===== config.mk =====
export PLATFORM = sky130hd
export DESIGN_NAME = ubp_serial_boot
export DESIGN_NICKNAME = d
export VERILOG_FILES = /design/src/design/ubp_pkg.sv /design/src/design/ubp_serial_boot.sv
export SDC_FILE = /design/constraint.sdc
export NUM_CORES = 1
export LEC_CHECK = 0
export ABC_CLOCK_PERIOD_IN_PS = 3300
export BUFFER_PORTS_ARGS = -buffer_cell sky130_fd_sc_hd__buf_4
export CELL_PAD_IN_SITES_DETAIL_PLACEMENT = 0
export CELL_PAD_IN_SITES_GLOBAL_PLACEMENT = 1
export CORE_ASPECT_RATIO = 0.6
export CORE_MARGIN = 8
export CORE_UTILIZATION = 44
export CTS_BUF_LIST = sky130_fd_sc_hd__clkbuf_2 sky130_fd_sc_hd__clkbuf_4 sky130_fd_sc_hd__clkbuf_8
export DETAILED_ROUTE_END_ITERATION = 7
export GPL_ROUTABILITY_DRIVEN = 0
export PLACE_DENSITY = 0.78
export SETUP_SLACK_MARGIN = 0.3
export SLEW_MARGIN = 25
export SYNTH_ARGS = -nofsm -noshare
export SYNTH_HDL_FRONTEND = slang
export SYNTH_SLANG_ARGS = --single-unit

===== constraint.sdc =====
create_clock -name clk -period 3.3 [get_ports clk]
set_clock_uncertainty 0.15 [all_clocks]
set_input_delay 0 -clock clk [delete_from_list [all_inputs] [get_ports clk]]
set_output_delay 0 -clock clk [all_outputs]
set_load 0.02 [all_outputs]

===== src/design/ubp_pkg.sv =====
package ubp_pkg;

    // clock and serial framing figures
    localparam int unsigned CLK_HZ = 10_000_000;
    localparam int unsigned UART_BAUD = 115_200;
    localparam int unsigned UART_DATA_BITS = 8;
    localparam int unsigned UART_STOP_BITS = 1;
    localparam bit UART_PARITY_EN = 1'b0;

    // one-shot receive timeout, in ms and in cycles
    localparam int unsigned TOUT_MS = 500;
    localparam int unsigned TOUT_CYC_DEF = TOUT_MS * (CLK_HZ / 1000);
    localparam int unsigned TOUT_W = 23;

    // boot select decoding
    localparam logic [1:0] BOOT_SEL_SERIAL = 2'h3;
    localparam logic [1:0] BOOT_SEL_RESET = 2'h0;
    localparam logic [1:0] SYNC_WAIT = 2'h2;

    // internal ram layout
    localparam logic [15:0] LOAD_BASE = 16'h0100;
    localparam logic [15:0] OTHER_LOAD_BASE = 16'h0020;
    localparam logic [15:0] IRAM_TOP_DEF = 16'h7800;

    // receive sequence lengths, in characters, last index
    localparam logic [16:0] ACK_LAST = 17'h00007;
    localparam logic [16:0] HDR_CRC_LAST = 17'h00007;
    localparam logic [16:0] HDR_CNT_LAST = 17'h0000b;
    localparam logic [16:0] HDR_ADR_LAST = 17'h0000f;
    localparam logic [16:0] HDR_LAST = 17'h00013;
    localparam logic [16:0] TBL_LAST = 17'h007ff;

    // crc32, reflected form of the given generator polynomial
    localparam logic [31:0] CRC_POLY = 32'hedb88320;
    localparam logic [31:0] CRC_INIT = 32'hffffffff;
    localparam logic [7:0] SUM8_GOOD = 8'h00;

    // eight-byte messages, first character in the top byte
    localparam logic [63:0] MSG_ANNOUNCE = 64'h20424f4f544d4500;
    localparam logic [63:0] MSG_ACK = 64'h2020202041434b00;
    localparam logic [63:0] MSG_BEGIN = 64'h2020424547494e00;
    localparam logic [63:0] MSG_DONE = 64'h20204d444f4e4500;
    localparam logic [63:0] MSG_BAD_ADDRESS = 64'h4241444144445200;
    localparam logic [63:0] MSG_BAD_COUNT = 64'h20424144434e5400;
    localparam logic [63:0] MSG_CORRUPT = 64'h434f525255505400;

    typedef enum logic [2:0] {
        M_ANNOUNCE,
        M_BEGIN,
        M_DONE,
        M_BAD_ADDRESS,
        M_BAD_COUNT,
        M_CORRUPT
    } ubp_msg_e;

    typedef enum logic [3:0] {
        S_POR,
        S_OTHER,
        S_MSG,
        S_ACK,
        S_HDR,
        S_TBL,
        S_IMG,
        S_RETRY,
        S_RUN
    } ubp_state_e;

endpackage


===== src/design/ubp_serial_boot.sv =====
`timescale 1ns/100ps
module ubp_serial_boot
    import ubp_pkg::*;
#(
    parameter int unsigned TOUT_CYCLES = TOUT_CYC_DEF,
    parameter logic [15:0] IRAM_TOP = IRAM_TOP_DEF
)(
    // clock, reset, enable
    input wire logic clk,
    input wire logic rst,
    input wire logic ce,
    // boot strap pins, asynchronous
    input wire logic [1:0] boot_select_pins,
    // received bytes from the uart, same clock
    input wire logic rx_valid,
    input wire logic [7:0] rx_data,
    input wire logic rx_error,
    // bytes to the uart transmitter
    output logic tx_valid,
    output logic [7:0] tx_data,
    input wire logic tx_ready,
    // internal ram write port
    output logic mem_we,
    output logic [15:0] mem_addr,
    output logic [7:0] mem_wdata,
    // control transfer and status
    output logic pc_load,
    output logic [15:0] pc_value,
    output logic [1:0] boot_configuration_register_sel,
    output logic serial_mode,
    output logic retry_indicator_pin
);

    localparam logic [TOUT_W-1:0] TOUT_LAST = TOUT_W'(TOUT_CYCLES - 1);

    typedef struct packed {
        ubp_state_e st;
        ubp_state_e ret;
        ubp_msg_e msg;
        logic [2:0] midx;
        logic [1:0] sel_s1;
        logic [1:0] sel_s2;
        logic [1:0] boot_cfg;
        logic serial;
        logic [16:0] cnt;
        logic [TOUT_W-1:0] tout;
        logic [31:0] acc;
        logic [31:0] crc_exp;
        logic [15:0] count;
        logic [15:0] addr;
        logic [3:0] hi;
        logic [7:0] sum;
        logic [31:0] crc;
        logic tx_valid;
        logic [7:0] tx_data;
        logic mem_we;
        logic [15:0] mem_addr;
        logic [7:0] mem_wdata;
        logic pc_load;
        logic retry;
    } ubp_state_s;

    localparam ubp_state_s RESET_STATE = '{
        st: S_POR, ret: S_POR, msg: M_ANNOUNCE, midx: 3'h0,
        sel_s1: BOOT_SEL_RESET, sel_s2: BOOT_SEL_RESET, boot_cfg: BOOT_SEL_RESET,
        serial: 1'b0, cnt: 17'h00000, tout: '0, acc: 32'h00000000,
        crc_exp: 32'h00000000, count: 16'h0000, addr: 16'h0000, hi: 4'h0,
        sum: 8'h00, crc: CRC_INIT, tx_valid: 1'b0, tx_data: 8'h00,
        mem_we: 1'b0, mem_addr: 16'h0000, mem_wdata: 8'h00, pc_load: 1'b0,
        retry: 1'b0
    };

    // ascii hex to {ok, nibble}
    function automatic logic [4:0] hex_nib(input logic [7:0] c);
        logic [4:0] v;
        v = 5'h00;
        if (c >= 8'h30 && c <= 8'h39)
        begin
            v = {1'b1, c[3:0]};
        end
        else if ((c >= 8'h61 && c <= 8'h66) || (c >= 8'h41 && c <= 8'h46))
        begin
            v = {1'b1, 4'(c[3:0] + 4'h9)};
        end
        return v;
    endfunction

    // one byte through the reflected crc32, lsb first
    function automatic logic [31:0] crc_byte(input logic [31:0] c, input logic [7:0] d);
        logic [31:0] x;
        x = c ^ {24'h000000, d};
        for (int i = 0; i < 8; i++)
        begin
            x = x[0] ? ((x >> 1) ^ CRC_POLY) : (x >> 1);
        end
        return x;
    endfunction

    // message rom, character i of message id
    function automatic logic [7:0] msg_byte(input ubp_msg_e id, input logic [2:0] i);
        logic [63:0] m;
        logic [63:0] s;
        m = MSG_ANNOUNCE;
        case (id)
            M_ANNOUNCE: m = MSG_ANNOUNCE;
            M_BEGIN: m = MSG_BEGIN;
            M_DONE: m = MSG_DONE;
            M_BAD_ADDRESS: m = MSG_BAD_ADDRESS;
            M_BAD_COUNT: m = MSG_BAD_COUNT;
            M_CORRUPT: m = MSG_CORRUPT;
            default: m = MSG_ANNOUNCE;
        endcase
        s = m << {58'h0, i, 3'h0};
        return s[63:56];
    endfunction

    ubp_state_s r;
    ubp_state_s n;
    logic [4:0] nib;
    logic [31:0] acc;
    logic [7:0] bval;
    logic [7:0] sum;
    logic [31:0] crc;
    logic in_seq;
    logic restart;
    logic [16:0] img_end;
    logic [16:0] ram_end;

    // next-state logic for the whole protocol engine
    always_comb
    begin
        n = r;
        n.mem_we = 1'b0;
        n.pc_load = 1'b0;
        // strap synchroniser: second stage is the only reader of the first
        n.sel_s1 = boot_select_pins;
        n.sel_s2 = r.sel_s1;
        nib = hex_nib(rx_data);
        acc = {r.acc[27:0], nib[3:0]};
        bval = {r.hi, nib[3:0]};
        sum = r.sum + bval;
        crc = crc_byte(r.crc, bval);
        img_end = {r.count, 1'b0} - 17'h00001;
        ram_end = {1'b0, LOAD_BASE} + {1'b0, r.count};
        restart = 1'b0;
        in_seq = (r.st == S_ACK) || (r.st == S_HDR) || (r.st == S_TBL) || (r.st == S_IMG);
        if (in_seq)
        begin
            n.tout = r.tout + 1'b1;
        end
        case (r.st)
            S_POR:
            begin
                // wait for the synchroniser to settle after release
                n.cnt = r.cnt + 17'h00001;
                if (r.cnt[1:0] == SYNC_WAIT)
                begin
                    n.boot_cfg = r.sel_s2;
                    n.serial = (r.sel_s2 == BOOT_SEL_SERIAL);
                    n.st = (r.sel_s2 == BOOT_SEL_SERIAL) ? S_MSG : S_OTHER;
                    n.msg = M_ANNOUNCE;
                    n.ret = S_ACK;
                    n.midx = 3'h0;
                end
            end
            S_MSG:
            begin
                // one idle cycle between bytes keeps the handshake simple
                if (r.tx_valid && tx_ready)
                begin
                    n.tx_valid = 1'b0;
                    n.midx = r.midx + 3'h1;
                    if (r.midx == 3'h7)
                    begin
                        n.st = r.ret;
                        n.cnt = 17'h00000;
                        n.tout = '0;
                        n.sum = 8'h00;
                        n.crc = CRC_INIT;
                        n.pc_load = (r.ret == S_RUN);
                    end
                end
                else if (!r.tx_valid)
                begin
                    n.tx_valid = 1'b1;
                    n.tx_data = msg_byte(r.msg, r.midx);
                end
            end
            S_ACK:
            begin
                if (rx_valid)
                begin
                    n.cnt = r.cnt + 17'h00001;
                    if (rx_error)
                    begin
                        restart = 1'b1;
                    end
                    else if (rx_data != MSG_ACK[(7 - r.cnt[2:0]) * 8 +: 8])
                    begin
                        restart = 1'b1;
                    end
                    else if (r.cnt == ACK_LAST)
                    begin
                        n.st = S_HDR;
                        n.cnt = 17'h00000;
                    end
                end
            end
            S_HDR:
            begin
                if (rx_valid)
                begin
                    n.acc = acc;
                    n.cnt = r.cnt + 17'h00001;
                    if (rx_error || !nib[4])
                    begin
                        restart = 1'b1;
                    end
                    else if (r.cnt > HDR_ADR_LAST && nib[3:0] != 4'h0)
                    begin
                        restart = 1'b1; // trailing zero field must be zero
                    end
                    else if (r.cnt == HDR_CRC_LAST)
                    begin
                        n.crc_exp = acc;
                    end
                    else if (r.cnt == HDR_CNT_LAST)
                    begin
                        n.count = acc[15:0];
                    end
                    else if (r.cnt == HDR_ADR_LAST)
                    begin
                        n.addr = acc[15:0];
                    end
                    else if (r.cnt == HDR_LAST)
                    begin
                        n.st = S_MSG;
                        n.midx = 3'h0;
                        n.ret = S_RETRY;
                        if (r.addr < LOAD_BASE || r.addr >= IRAM_TOP)
                        begin
                            n.msg = M_BAD_ADDRESS;
                        end
                        else if (r.count == 16'h0000 || r.count[2:0] != 3'h0 ||
                                 ram_end > {1'b0, IRAM_TOP})
                        begin
                            n.msg = M_BAD_COUNT;
                        end
                        else
                        begin
                            n.msg = M_BEGIN;
                            n.ret = S_TBL;
                        end
                    end
                end
            end
            S_TBL:
            begin
                if (rx_valid)
                begin
                    n.cnt = r.cnt + 17'h00001;
                    if (rx_error || !nib[4])
                    begin
                        restart = 1'b1;
                    end
                    else if (!r.cnt[0])
                    begin
                        n.hi = nib[3:0];
                    end
                    else
                    begin
                        n.sum = sum;
                        if (r.cnt == TBL_LAST)
                        begin
                            n.st = S_MSG;
                            n.midx = 3'h0;
                            n.msg = (sum == SUM8_GOOD) ? M_DONE : M_CORRUPT;
                            n.ret = (sum == SUM8_GOOD) ? S_IMG : S_RETRY;
                        end
                    end
                end
            end
            S_IMG:
            begin
                if (rx_valid)
                begin
                    n.cnt = r.cnt + 17'h00001;
                    if (rx_error || !nib[4])
                    begin
                        restart = 1'b1;
                    end
                    else if (!r.cnt[0])
                    begin
                        n.hi = nib[3:0];
                    end
                    else
                    begin
                        n.crc = crc;
                        n.mem_we = 1'b1;
                        n.mem_addr = LOAD_BASE + r.cnt[16:1];
                        n.mem_wdata = bval;
                        if (r.cnt == img_end)
                        begin
                            n.st = S_MSG;
                            n.midx = 3'h0;
                            n.msg = ((~crc) == r.crc_exp) ? M_DONE : M_CORRUPT;
                            n.ret = ((~crc) == r.crc_exp) ? S_RUN : S_RETRY;
                        end
                    end
                end
            end
            S_RETRY:
            begin
                restart = 1'b1;
            end
            S_OTHER:
            begin
                n.st = S_OTHER; // another boot mode owns the device
            end
            S_RUN:
            begin
                n.st = S_RUN; // control has passed to the loaded image
            end
            default:
            begin
                n.st = S_POR;
            end
        endcase
        // a one-shot per sequence, not re-armed by each byte
        if (in_seq && r.tout == TOUT_LAST)
        begin
            restart = 1'b1;
        end
        if (restart)
        begin
            n.st = S_MSG;
            n.msg = M_ANNOUNCE;
            n.ret = S_ACK;
            n.midx = 3'h0;
            n.tx_valid = 1'b0;
            n.mem_we = 1'b0;
            n.retry = ~r.retry;
        end
    end

    // the only state register; ce low freezes everything except rst, which still loads the reset state
    always_ff @(posedge clk)
    begin
        if (rst)
        begin
            r <= RESET_STATE;
        end
        else if (ce)
        begin
            r <= n;
        end
    end

    // outputs straight from the state register
    assign tx_valid = r.tx_valid;
    assign tx_data = r.tx_data;
    assign mem_we = r.mem_we;
    assign mem_addr = r.mem_addr;
    assign mem_wdata = r.mem_wdata;
    assign pc_load = r.pc_load;
    assign pc_value = r.addr;
    assign boot_configuration_register_sel = r.boot_cfg;
    assign serial_mode = r.serial;
    assign retry_indicator_pin = r.retry;

endmodule // ubp_serial_boot


==> results summary, run 1 <==
The critical path is of the flop to flop type. The average wire length per cell after detail routing came out at 18.7 um. The wire-length estimate of the detail-placed layout is 31000 um. The top fanout value on the critical path came out at 4. The core region area came out at 0.0301 mm^2. Net switching is 28.9% of the power. The minimum hold slack is 60.7 ps. The placed instances occupy a cell area of 0.0156 mm^2. The wire length after detailed routing came out at 43300 um.

The fraction of power consumed by combinational cells is 17.4%. The share of total power dissipated in the clock network is roughly two fifths. The die span in x is roughly 240 um. The flip-flop and latch count after synthesis is 232. The clock tree from TritonCTS is yes. The fraction of the mapped netlist area in compound gates is 15.3%.

The row count is 49. The element type at the critical path start is a flop. The required time of the critical path is 3640 ps. The synthesized area divided by synthesized cell count came out at 8.00 um^2. The clock insertion delay at the later pin of the skew report came out at just under 600 ps. The antenna diode count came out at 0. The reported max-cap violation count is 0. The number of synthesis warnings is 0. Setup repair after global routing could not meet its margin everywhere. The max-slew violation total from the final report is 0. After synthesis, the largest family of logic cells by area is simple AND/OR/NAND/NOR gates. The number of endpoints failing setup at the final stage is 2. The total routing usage reported by global routing came out at 22.2%. The cell that appears most often on the critical path is sky130_fd_sc_hd__a21o_1.

The number of distinct standard cells referenced by the synthesized netlist came out at 86. The global-route wire length before repair is 67000 um. The internal portion of the total power is between 4000 and 5000 uW. The post-synthesis share of cell area spent on and, or, nand and nor gates came out at 24.3%. The post-layout net count came out at 1912. The adder and majority cell fraction of the synthesized area came out at 2.09%.

The post-route cell area came out at 0.0173 mm^2. Sequential cells burn a little over two fifths of the power. The run finished, with violations left. The clock buffer count from CTS is 38. The worst hold path was traced through 6 stages. Dividing the detail-routed via count by the number of cells gives 5.50.

The worst slew slack as a fraction of its limit came out at 57.9%. The share of post-route cells with drive strength above 1 came out at 25.3%. In this run the tool buffered the top-level ports with 69 buffer cells. The post-route minimum period came out at 3310 ps. The initial utilization of the core area, before any placement, comes to a little under half. Including well taps, the total number of placed cells is 2214. The number of non-filler instances in the completed layout is 2311. The startpoint identified for the worst register-to-register timing path is r[104].

The first-pass detailed-route iteration total came out at 5. The clock-pin slew reported for the worst setup and hold paths after clock tree synthesis came out at 70 ps. The synthesized-area fraction occupied by xor and xnor cells came out at between 10% and 20%. For the pin with the worst max-slew slack, the measured transition is around 630 ps. IR analysis of the VDD net gives a maximum drop of 0.000282 V. For hold timing, the worst endpoint is bval[4]. For this design the ratio of total power to cell area is roughly 400 mW/mm^2. The number of enable flip-flop cells after synthesis came out at 0.

The delay of the slowest critical-path stage came out at ~560 ps. The checks that failed: setup timing. The endpoint identified for the worst register-to-register timing path is r[231]. Dividing the final minimum period by the clock period gives 100%. Among all flip-flop cells after synthesis, the most frequent one is sky130_fd_sc_hd__dfxtp_1.

Walking the worst path, the cells encountered are or4_4 > and4b_2 > nor2_2 > o21ai_1 > o311ai_2 > a2111o_1 > a21o_1 > buf_6 > a21o_1 > or2_4 > o2bb2ai_2. The mux contribution to synthesized area came out at under 10%. The number of instances in the synthesized netlist is 1694.

The H-tree depth is 2. In this run the register-to-register setup slack is -10 ps. The die area came out at 0.0369 mm^2. The total number of vias is 12699.

The part of the Yosys area used for sequential elements came out at between 30 and 40%. The die is 152 um tall. The root buffer cell chosen for the clock tree is sky130_fd_sc_hd__clkbuf_8.

For this run, asynchronously set or reset flops after synthesis account for 0%. For this design the static power due to leakage is roughly 0.0066 uW. The largest individual stage delay along the critical path comes from the cell sky130_fd_sc_hd__or4_4.

The violation count after the first detailed-route iteration came out at roughly 1200. The design draws 7010 uW. The worst hold path begins at rx_data[3]. The count of nets left with antenna violations after detail routing is 0. The category of the worst setup path capture point is a flop. The net switching power of the design came out at 2020 uW. The mapped cell area is around 0.014 mm^2. The number of global-route vias before repair is 11728. The layout-stage area growth over the synthesis result is 27.3%. The data arrival time of the worst path is 3650 ps. The multi-input gate area in the final layout is 0.00862 mm^2. Ranked by total cell area, the synthesized netlist is headed by sky130_fd_sc_hd__dfxtp_1, sky130_fd_sc_hd__nand2_1, sky130_fd_sc_hd__xnor2_1, sky130_fd_sc_hd__a21oi_1, sky130_fd_sc_hd__nor2_1. The final core area utilization came out at between 50% and 60%. The fraction of synthesized cell area taken by the top area cell type is ~34%. The DRC violation count after routing came out at 0. The hold violation count in the final report came out at 0.

The largest net degree at the start of global routing is roughly 80. The final worst setup slack is -12.4 ps. In this run the worst hold path is classified as input port to flop. The I/O pin count is 71. The maximum clock path buffer count came out at 3. Global routing finished with a remaining overflow of 0.

The number of cells traversed by the worst register-to-register path came out at 11. The clock sink total is 232. The number of antenna violations at the first check in global routing is 0.

The dominant cell type by area after synthesis is sky130_fd_sc_hd__dfxtp_1. The number of fill cells is approximately 2800. Synthesis produced a netlist with a net count of about 1700. The area of all sequential standard cells came out at between 0.004 and 0.005 mm^2.

The maximum frequency from static timing analysis is approximately 300 MHz.
-- power groups by stage --
stage               combinational (uW)  sequential, uW  clock (uW)
finish                            1220            2930        2860
global route                      1310            2930        3060
CTS                               1080            2910        2930
detailed placement                1020            2970           0
global placement                  1010            2970           0
floorplan                          585            2940           0
-- routing by layer --
metal | routed length [um] | GRT usage (%) | vias to the layer above
li1 | - | - | 6174
met1 | 21300 | 33.8 | 6045
met2 | 17100 | 29.8 | 436
met3 | 4330 | 7.02 | 44
met4 | 554 | 4.72 | 0
met5 | 0 | 0 | -
-- how the worst max path moves through the flow --
stage                     from     end  slack [ps]  cells past startpoint
finish                  r[104]  r[231]         -10                     11
global route            r[104]  r[226]        -140                     11
CTS                      r[42]  r[232]          60                     11
detailed placement      r[199]  r[232]        -270                     14
global placement    rx_data[1]  r[227]        -170                     13
floorplan           rx_data[0]  r[227]          80                     12
-- kinds of logic (layout without fill, tap and decap cells) --
group,Yosys count,in the layout
AO/OA/AOI/OAI,336,336
XOR/XNOR,190,190
adder cells (fa/ha/maj),22,22
buffers and inverters,180,389
flip-flops,232,232
multiplexers,42,42
other,1,1
AND/OR/NAND/NOR,691,691
-- through the flow --
stage / setup WS [ps] / setup TNS (ps)
floorplan: 78.7 / 0
global placement: -171 / -764
detailed placement: -268 / -1630
CTS: 63.2 / 0
global route: -140 / -1250
finish: -12.4 / -17.5
-- layout make-up --
type,count,share of cell area [%]
inverter,26,0.653
clock inverter,10,0.537
timing repair buffer,294,14.4
tap,408,2.96
clock buffer,59,4.49
multi-input combinational,1282,49.9
sequential,232,27.0
-- flip-flops by register name (all words and copies together), names as in the netlist --
register and flops:
acc 28, boot_configuration_register_sel 2, bval 4, mem_addr 16
mem_wdata 8, mem_we 1, n 2, pc_load 1
pc_value 16, r 144, retry_indicator_pin 1, serial_mode 1
tx_data 7, tx_valid 1
-- synth_stat cells, types with 4 or more instances --
library cell                instances
sky130_fd_sc_hd__dfxtp_1          232
sky130_fd_sc_hd__nand2_1          226
sky130_fd_sc_hd__nor2_1           193
sky130_fd_sc_hd__a21oi_1          145
sky130_fd_sc_hd__clkbuf_1          93
sky130_fd_sc_hd__xnor2_1           90
sky130_fd_sc_hd__xor2_1            77
sky130_fd_sc_hd__o21ai_0           55
sky130_fd_sc_hd__nand3_1           54
sky130_fd_sc_hd__buf_4             50
sky130_fd_sc_hd__nor3_1            44
sky130_fd_sc_hd__mux2i_1           41
sky130_fd_sc_hd__nand2b_1          35
sky130_fd_sc_hd__a211oi_1          28
sky130_fd_sc_hd__inv_1             24
sky130_fd_sc_hd__ha_1              21
sky130_fd_sc_hd__and3_1            20
sky130_fd_sc_hd__o22ai_1           20
sky130_fd_sc_hd__nand4_1           19
sky130_fd_sc_hd__or3_1             16
sky130_fd_sc_hd__xnor3_1           14
sky130_fd_sc_hd__or2_2             13
sky130_fd_sc_hd__nor4_1            10
sky130_fd_sc_hd__a31oi_1            9
sky130_fd_sc_hd__or4_1              9
sky130_fd_sc_hd__buf_1              8
sky130_fd_sc_hd__a21o_1             7
sky130_fd_sc_hd__and2_1             7
sky130_fd_sc_hd__nand3b_1           7
sky130_fd_sc_hd__nor2b_1            7
sky130_fd_sc_hd__nor4b_1            7
sky130_fd_sc_hd__o211ai_1           7
sky130_fd_sc_hd__o21bai_1           7
sky130_fd_sc_hd__a2111oi_0          5
sky130_fd_sc_hd__a22oi_1            5
sky130_fd_sc_hd__a311oi_1           5
sky130_fd_sc_hd__a221oi_1           4
sky130_fd_sc_hd__o2bb2ai_1          4
sky130_fd_sc_hd__xnor2_2            4
-- worst max-delay path: cells and delay by family, from the launching register on --
family	cells	cell delay (ps)
compound gates	6	1340
flops	1	320
simple gates	4	1270
buf+inv	1	140
-- layout by cell type (no fill, tap or decap), types with 32 or more instances in the layout --
cell and n:
sky130_fd_sc_hd__nand2b_1 32, sky130_fd_sc_hd__a21oi_1 137, sky130_fd_sc_hd__nor2_1 186, sky130_fd_sc_hd__clkbuf_8 53, sky130_fd_sc_hd__mux2i_1 40, sky130_fd_sc_hd__nand3_1 53, sky130_fd_sc_hd__buf_4 257, sky130_fd_sc_hd__xor2_1 73
sky130_fd_sc_hd__o21ai_0 49, sky130_fd_sc_hd__dfxtp_1 220, sky130_fd_sc_hd__nand2_1 224, sky130_fd_sc_hd__nor3_1 36, sky130_fd_sc_hd__xnor2_1 86
-- what timing repair did --
| item | CTS | global route |
|---|---|---|
| pin swaps | 18 | 16 |
| setup endpoints to repair | 81 | 84 |
| endpoints found under the hold margin | 139 | 0 |
| buffers inserted | 5 | 6 |
| gates cloned | 0 | 3 |
| resized for setup | 55 | 49 |
| hold buffers | 14 | 0 |
(Power assumes the default switching activity.)
==> inputs of run 2 (changes only) <==
--- a/config.mk
+++ b/config.mk
@@ -17,6 +17,7 @@
 export GPL_ROUTABILITY_DRIVEN = 0
 export PLACE_DENSITY = 0.78
 export SETUP_SLACK_MARGIN = 0.3
+export SKIP_LAST_GASP = 1
 export SLEW_MARGIN = 25
 export SYNTH_ARGS = -nofsm -noshare
 export SYNTH_HDL_FRONTEND = slang
==> results summary, run 2 (synthesis results as in run 1) <==
The maximum frequency from static timing analysis came out at 302 MHz (about the same). The number of port buffers came out at 69 (unchanged). The minimum hold slack came to 62.2 ps (was 60.7 ps). The largest net degree at the start of global routing is 81 (unchanged). The total number of vias is 12713 (was 12699). The clock tree from TritonCTS is yes (unchanged).

The category of the worst setup path capture point was a flop (unchanged). The final worst setup slack is -13.6 ps (was -12.4 ps). The data arrival time of the worst path is 3650 ps (about the same). The share of post-route cells with drive strength above 1 is 25.3% (about the same).

The leading cell type in the layout, fill and taps excluded is sky130_fd_sc_hd__buf_4 (unchanged). The average wire length per cell after detail routing was 18.8 um (was 18.7 um). The required time of the critical path came out at 3640 ps (about the same). The number of vias per cell after detailed routing is 5.50 (about the same). The die area is 0.0369 mm^2 (unchanged). The post-route minimum period came to 3310 ps (about the same). The top fanout value on the critical path is 4 (unchanged). The leakage dissipation is 0.00656 uW (about the same). The setup total negative slack came to -18.6 ps (was -17.5 ps).

The total overflow reported by the global router is 0 (unchanged). Commonest cells after routing, fill and taps aside: sky130_fd_sc_hd__buf_4, sky130_fd_sc_hd__nand2_1, sky130_fd_sc_hd__dfxtp_1 (unchanged). The core region area is 0.0301 mm^2 (unchanged). The wire length after detailed routing came to 43300 um (about the same). The I/O pin count is 71 (unchanged). The number of antenna violations at the first check in global routing is 0 (unchanged). The starting utilization of the core area is 45.0% (unchanged). Result of the run: complete, but fails checks (unchanged). The antenna diode count came out at 0 (unchanged). The post-route cell area is 0.0173 mm^2 (about the same).

The worst slack at placement came to -268 ps (unchanged). The post-layout net count came out at 1912 (unchanged). The number of flip-flops under the largest register name came out at 144 (unchanged). The clock sink total came out at 232 (unchanged). The height of the die came out at 152 um (unchanged). The worst slew slack as a fraction of its limit was 59.1% (was 57.9%). The final worst-path cycle share is 100% (about the same).

The placed wire-length estimate after detailed placement was 31000 um (unchanged). The max-slew violation total from the final report was 0 (unchanged). The clock buffer count from CTS was 38 (unchanged). The first-pass detailed-route iteration total is 5 (unchanged).

The reported max-cap violation count came out at 0 (unchanged). The register with the most flip-flops is r (unchanged). The type of the most critical hold path is input port to flop (unchanged).

The number of global-route vias before repair is 11728 (unchanged). The standard cell area after detailed placement came out at 0.0156 mm^2 (unchanged). The total routing usage reported by global routing is 22.2% (unchanged). The number of endpoints failing setup at the final stage is 2 (unchanged). The die span in x is 243 um (unchanged).

The H-tree depth came out at 2 (unchanged). The global-route wire length before repair came out at 67000 um (unchanged). The violation count after the first detailed-route iteration is 1041 (was 1157). The maximum clock path buffer count came out at 3 (unchanged). Setup repair after global routing missed its margin: yes (unchanged). The measured slew at the worst slew-check pin is 608 ps (was 626 ps). The clock insertion delay at the later pin of the skew report is 580 ps (about the same). The element type at the critical path start is a flop (unchanged). The clock root buffer is sky130_fd_sc_hd__clkbuf_8 (unchanged).

Violated checks: setup timing (unchanged). The start-to-end type of the worst setup path is flop to flop (unchanged). The row count is 49 (unchanged). The DRC violation count after routing came out at 0 (unchanged). The final core area utilization came out at 57.3% (about the same). The peak supply drop came to 0.000282 V (about the same). The hold violation count in the final report is 0 (unchanged). The layout-stage area growth over the synthesis result is 27.3% (about the same). The power density over the cells is 406 mW/mm^2 (about the same). The count of nets left with antenna violations after detail routing is 0 (unchanged). The clock-pin slew reported for the worst setup and hold paths after clock tree synthesis came out at 70 ps (about the same). The number of fill cells is 2756 (was 2757).
-- run 2: cell types whose count changed in the layout (fill, tap and decap cells not counted) --
cell	previous run	this run
sky130_fd_sc_hd__nor2_1	186	187
sky130_fd_sc_hd__nor2_2	5	4
-- run 2: power by group --
part           internal [uW]  switching, uW
Sequential              2850           77.2
Combinational            545            675
Clock                   1590           1270
-- run 2: area by class of cell --
cell class	count	area, um^2	area share, %
timing repair buffer	294	2480	14.4
tap	408	510	2.96
inverter	26	113	0.653
clock buffer	59	774	4.49
clock inverter	10	92.6	0.537
multi-input combinational	1282	8610	49.9
sequential	232	4660	27.0
-- run 2: final timing paths --
check / from / to / slack [ps] / depth (start not counted)
setup / recovery: r[104] / r[231] / -10 / 11
hold / removal: rx_data[3] / bval[4] / 60 / 6
setup reg to reg: r[104] / r[231] / -10 / 11
hold reg to reg: mem_addr[1] / mem_addr[1] / 310 / 2
-- run 2: routing by layer --
| layer | part of all wire (%) | wire length, um | global-route usage (%) |
|---|---|---|---|
| met3 | 9.9 | 4290 | 7.02 |
| met2 | 40 | 17100 | 29.8 |
| met5 | 0 | 0 | 0 |
| met1 | 49 | 21300 | 33.8 |
| met4 | 1.4 | 614 | 4.72 |
-- run 2: critical path, cell delays in order (launching register included) --
cell                        delay (ps)
sky130_fd_sc_hd__dfxtp_2           320
sky130_fd_sc_hd__or4_4             560
sky130_fd_sc_hd__and4b_2           360
sky130_fd_sc_hd__nor2_2             50
sky130_fd_sc_hd__o21ai_1           140
sky130_fd_sc_hd__o311ai_2          130
sky130_fd_sc_hd__a2111o_1          500
sky130_fd_sc_hd__a21o_1            260
sky130_fd_sc_hd__buf_6             140
sky130_fd_sc_hd__a21o_1            190
sky130_fd_sc_hd__or2_4             290
sky130_fd_sc_hd__o2bb2ai_2         120
-- run 2: what timing repair did --
action | in CTS | in global routing
resized for setup | 55 | 48
setup endpoints to repair | 81 | 84
pin swaps | 18 | 15
hold buffers | 14 | 0
gates cloned | 0 | 3
buffers inserted | 5 | 6
endpoints found under the hold margin | 139 | 0
-- run 2: through the flow --
step / total power [uW] / std cells
after global placement: 3980 / 2214
after detailed placement: 3990 / 2214
after floorplan: 3520 / 1694
after CTS: 6920 / 2302
final: 7010 / 2311
after global routing: 7310 / 2311
==> inputs of run 3 (changes only) <==
--- a/config.mk
+++ b/config.mk
@@ -9,7 +9,6 @@
 export BUFFER_PORTS_ARGS = -buffer_cell sky130_fd_sc_hd__buf_4
 export CELL_PAD_IN_SITES_DETAIL_PLACEMENT = 0
 export CELL_PAD_IN_SITES_GLOBAL_PLACEMENT = 1
-export CORE_ASPECT_RATIO = 0.6
 export CORE_MARGIN = 8
 export CORE_UTILIZATION = 44
 export CTS_BUF_LIST = sky130_fd_sc_hd__clkbuf_2 sky130_fd_sc_hd__clkbuf_4 sky130_fd_sc_hd__clkbuf_8
==> results summary, run 3 (synthesis results as in run 1) <==
The data arrival time of the worst path came out at 3670 ps (was 3650 ps). Ordered list of cells on the worst path: or4_4 > and4b_1 > nor2_1 > o21ai_1 > o311ai_1 > a2111o_1 > a21o_1 > a21o_1 > or4_1 > a21oi_1 (was or4_4 > and4b_2 > nor2_2 > o21ai_1 > o311ai_2 > a2111o_1 > a21o_1 > buf_6 > a21o_1 > or2_4 > o2bb2ai_2). The maximum frequency from static timing analysis is 298 MHz (was 302 MHz). The first-pass detailed-route iteration total is 5 (unchanged).

Commonest cells after routing, fill and taps aside: sky130_fd_sc_hd__buf_4, sky130_fd_sc_hd__nand2_1, sky130_fd_sc_hd__dfxtp_1 (unchanged). The number of port buffers was 69 (unchanged). The H-tree depth is 2 (unchanged). The number of fill cells came out at 2899 (was 2756).

The total number of vias is 12483 (was 12713). The worst slew slack as a fraction of its limit is 58.9% (was 59.1%). The global-route wire length before repair is 64100 um (was 67000 um). The type of the most critical hold path was input port to flop (unchanged). The number of global-route vias before repair is 11941 (was 11728).

The cell type group with the largest total delay on the critical path is simple AND/OR/NAND/NOR gates (was compound AO/OA/AOI/OAI gates). The number of antenna violations at the first check in global routing came out at 0 (unchanged). The average wire length per cell after detail routing came out at 17.6 um (was 18.8 um). The count of nets left with antenna violations after detail routing was 0 (unchanged). The clock-pin slew reported for the worst setup and hold paths after clock tree synthesis came out at 60 ps (was 70 ps). The core region area came out at 0.0304 mm^2 (was 0.0301 mm^2). The largest net degree at the start of global routing is 82 (was 81). The post-route minimum period came out at 3350 ps (was 3310 ps). The delay of the slowest critical-path stage came to 570 ps (was 560 ps). The starting utilization of the core area is 44.5% (was 45.0%). The final worst-path cycle share came out at 102% (was 100%). The total routing usage reported by global routing is 21.6% (was 22.2%). The maximum clock path buffer count is 3 (unchanged). The clock root buffer is sky130_fd_sc_hd__clkbuf_8 (unchanged). The die span in x came to 192 um (was 243 um). The setup total negative slack is -50.7 ps (was -18.6 ps). The clock sink total came out at 232 (unchanged). The required time of the critical path is 3620 ps (was 3640 ps). Result of the run: complete, but fails checks (unchanged).

The post-route cell area was 0.0168 mm^2 (was 0.0173 mm^2). The final worst setup slack is -50.7 ps (was -13.6 ps). The DRC violation count after routing is 0 (unchanged). The multi-input gate area in the final layout is 0.00841 mm^2 (was 0.00861 mm^2). The reported max-cap violation count was 0 (unchanged).

The cell at the slowest stage of the critical path was sky130_fd_sc_hd__or4_4 (unchanged). The leading cell type in the layout, fill and taps excluded is sky130_fd_sc_hd__buf_4 (unchanged). The wire length after detailed routing is 40200 um (was 43300 um). The category of the worst setup path capture point is a flop (unchanged). The clock buffer count from CTS came out at 42 (was 38). The violation count after the first detailed-route iteration is 874 (was 1041).

The number of flip-flops under the largest register name was 144 (unchanged). The hold violation count in the final report is 0 (unchanged). The I/O pin count is 71 (unchanged). The total overflow reported by the global router came out at 0 (unchanged). The share of post-route cells with drive strength above 1 was 23.1% (was 25.3%). The register with the most flip-flops is r (unchanged). The total buffers and inverters traversed by the critical path is 0 (was 1).

The standard cell area after detailed placement came to 0.0155 mm^2 (was 0.0156 mm^2). The max-slew violation total from the final report came out at 0 (unchanged). The peak supply drop came out at 0.000235 V (was 0.000282 V). The top fanout value on the critical path is 4 (unchanged). The height of the die is 192 um (was 152 um). The cell with the most instances on the worst path is sky130_fd_sc_hd__a21o_1 (unchanged).

The start-to-end type of the worst setup path was flop to flop (unchanged). The post-layout net count is 1895 (was 1912). The power density over the cells is 398 mW/mm^2 (was 406 mW/mm^2). The row count is 64 (was 49). The number of vias per cell after detailed routing came out at 5.47 (was 5.50). The leakage dissipation was 0.00642 uW (was 0.00656 uW). The layout-stage area growth over the synthesis result is 23.8% (was 27.3%). Setup repair after global routing missed its margin: yes (unchanged). The placed wire-length estimate after detailed placement came to 28600 um (was 31000 um). The element type at the critical path start is a flop (unchanged). The area of all sequential standard cells came out at 0.00465 mm^2 (was 0.00466 mm^2). The antenna diode count is 0 (unchanged). Violated checks: setup timing (unchanged).

The measured slew at the worst slew-check pin was 614 ps (was 608 ps). The die area is 0.0367 mm^2 (was 0.0369 mm^2). The number of endpoints failing setup at the final stage is 1 (was 2). The clock tree from TritonCTS is yes (unchanged). The clock insertion delay at the later pin of the skew report came out at 550 ps (was 580 ps).
## run 3: final cells by class
| cell class | count | share of cell area (%) |
|---|---|---|
| inverter | 26 | 0.671 |
| timing repair buffer | 273 | 13.4 |
| multi-input combinational | 1282 | 50.1 |
| clock buffer | 68 | 4.91 |
| sequential | 232 | 27.7 |
| tap | 396 | 2.95 |
| clock inverter | 6 | 0.194 |
## run 3: path summary, 6_finish.rpt
kind | startpoint | end | slack (ps) | cells past startpoint
worst min-delay path | rx_data[3] | acc[6] | 120 | 8
worst max register to register | r[104] | r[232] | -50 | 10
worst min register to register | acc[31] | r[143] | 300 | 2
worst max-delay path | r[104] | r[232] | -50 | 10
## run 3: metal layers
metal / wire length (um) / global-route usage (%)
met3: 2260 / 3.45
met2: 17900 / 34.1
met4: 868 / 5.92
met5: 0 / 0
met1: 19200 / 30.0
## run 3: worst register-to-register path, cell delays in order (launching register included)
cell	delay, ps
sky130_fd_sc_hd__dfxtp_1	310
sky130_fd_sc_hd__or4_4	570
sky130_fd_sc_hd__and4b_1	350
sky130_fd_sc_hd__nor2_1	80
sky130_fd_sc_hd__o21ai_1	140
sky130_fd_sc_hd__o311ai_1	130
sky130_fd_sc_hd__a2111o_1	480
sky130_fd_sc_hd__a21o_1	240
sky130_fd_sc_hd__a21o_1	190
sky130_fd_sc_hd__or4_1	480
sky130_fd_sc_hd__a21oi_1	170
## run 3: report_power, final
group | total (uW) | internal (uW) | switching (uW)
clock network | 2780 | 1570 | 1210
logic | 988 | 406 | 582
registers | 2910 | 2850 | 58.9
## run 3: stage by stage
step	power [uW]	util [%]	worst slack (ps)	instances	hold slack, ps
finish	6670	55.1	-50.7	2283	118
global route	6970	55.1	-205	2283	130
CTS	6710	54.6	41.9	2280	92.7
detailed placement	3870	50.8	-266	2188	95.0
global placement	3870	50.8	-219	2188	85.3
floorplan	3520	-	78.7	1694	-2.84
## run 3: repair_timing
action	in CTS	in global routing
endpoints found under the setup margin	15	84
gates cloned	0	1
setup buffers	7	2
hold buffers	11	0
gates resized for setup	26	25
endpoints found under the hold margin	115	0
pin swaps	10	7
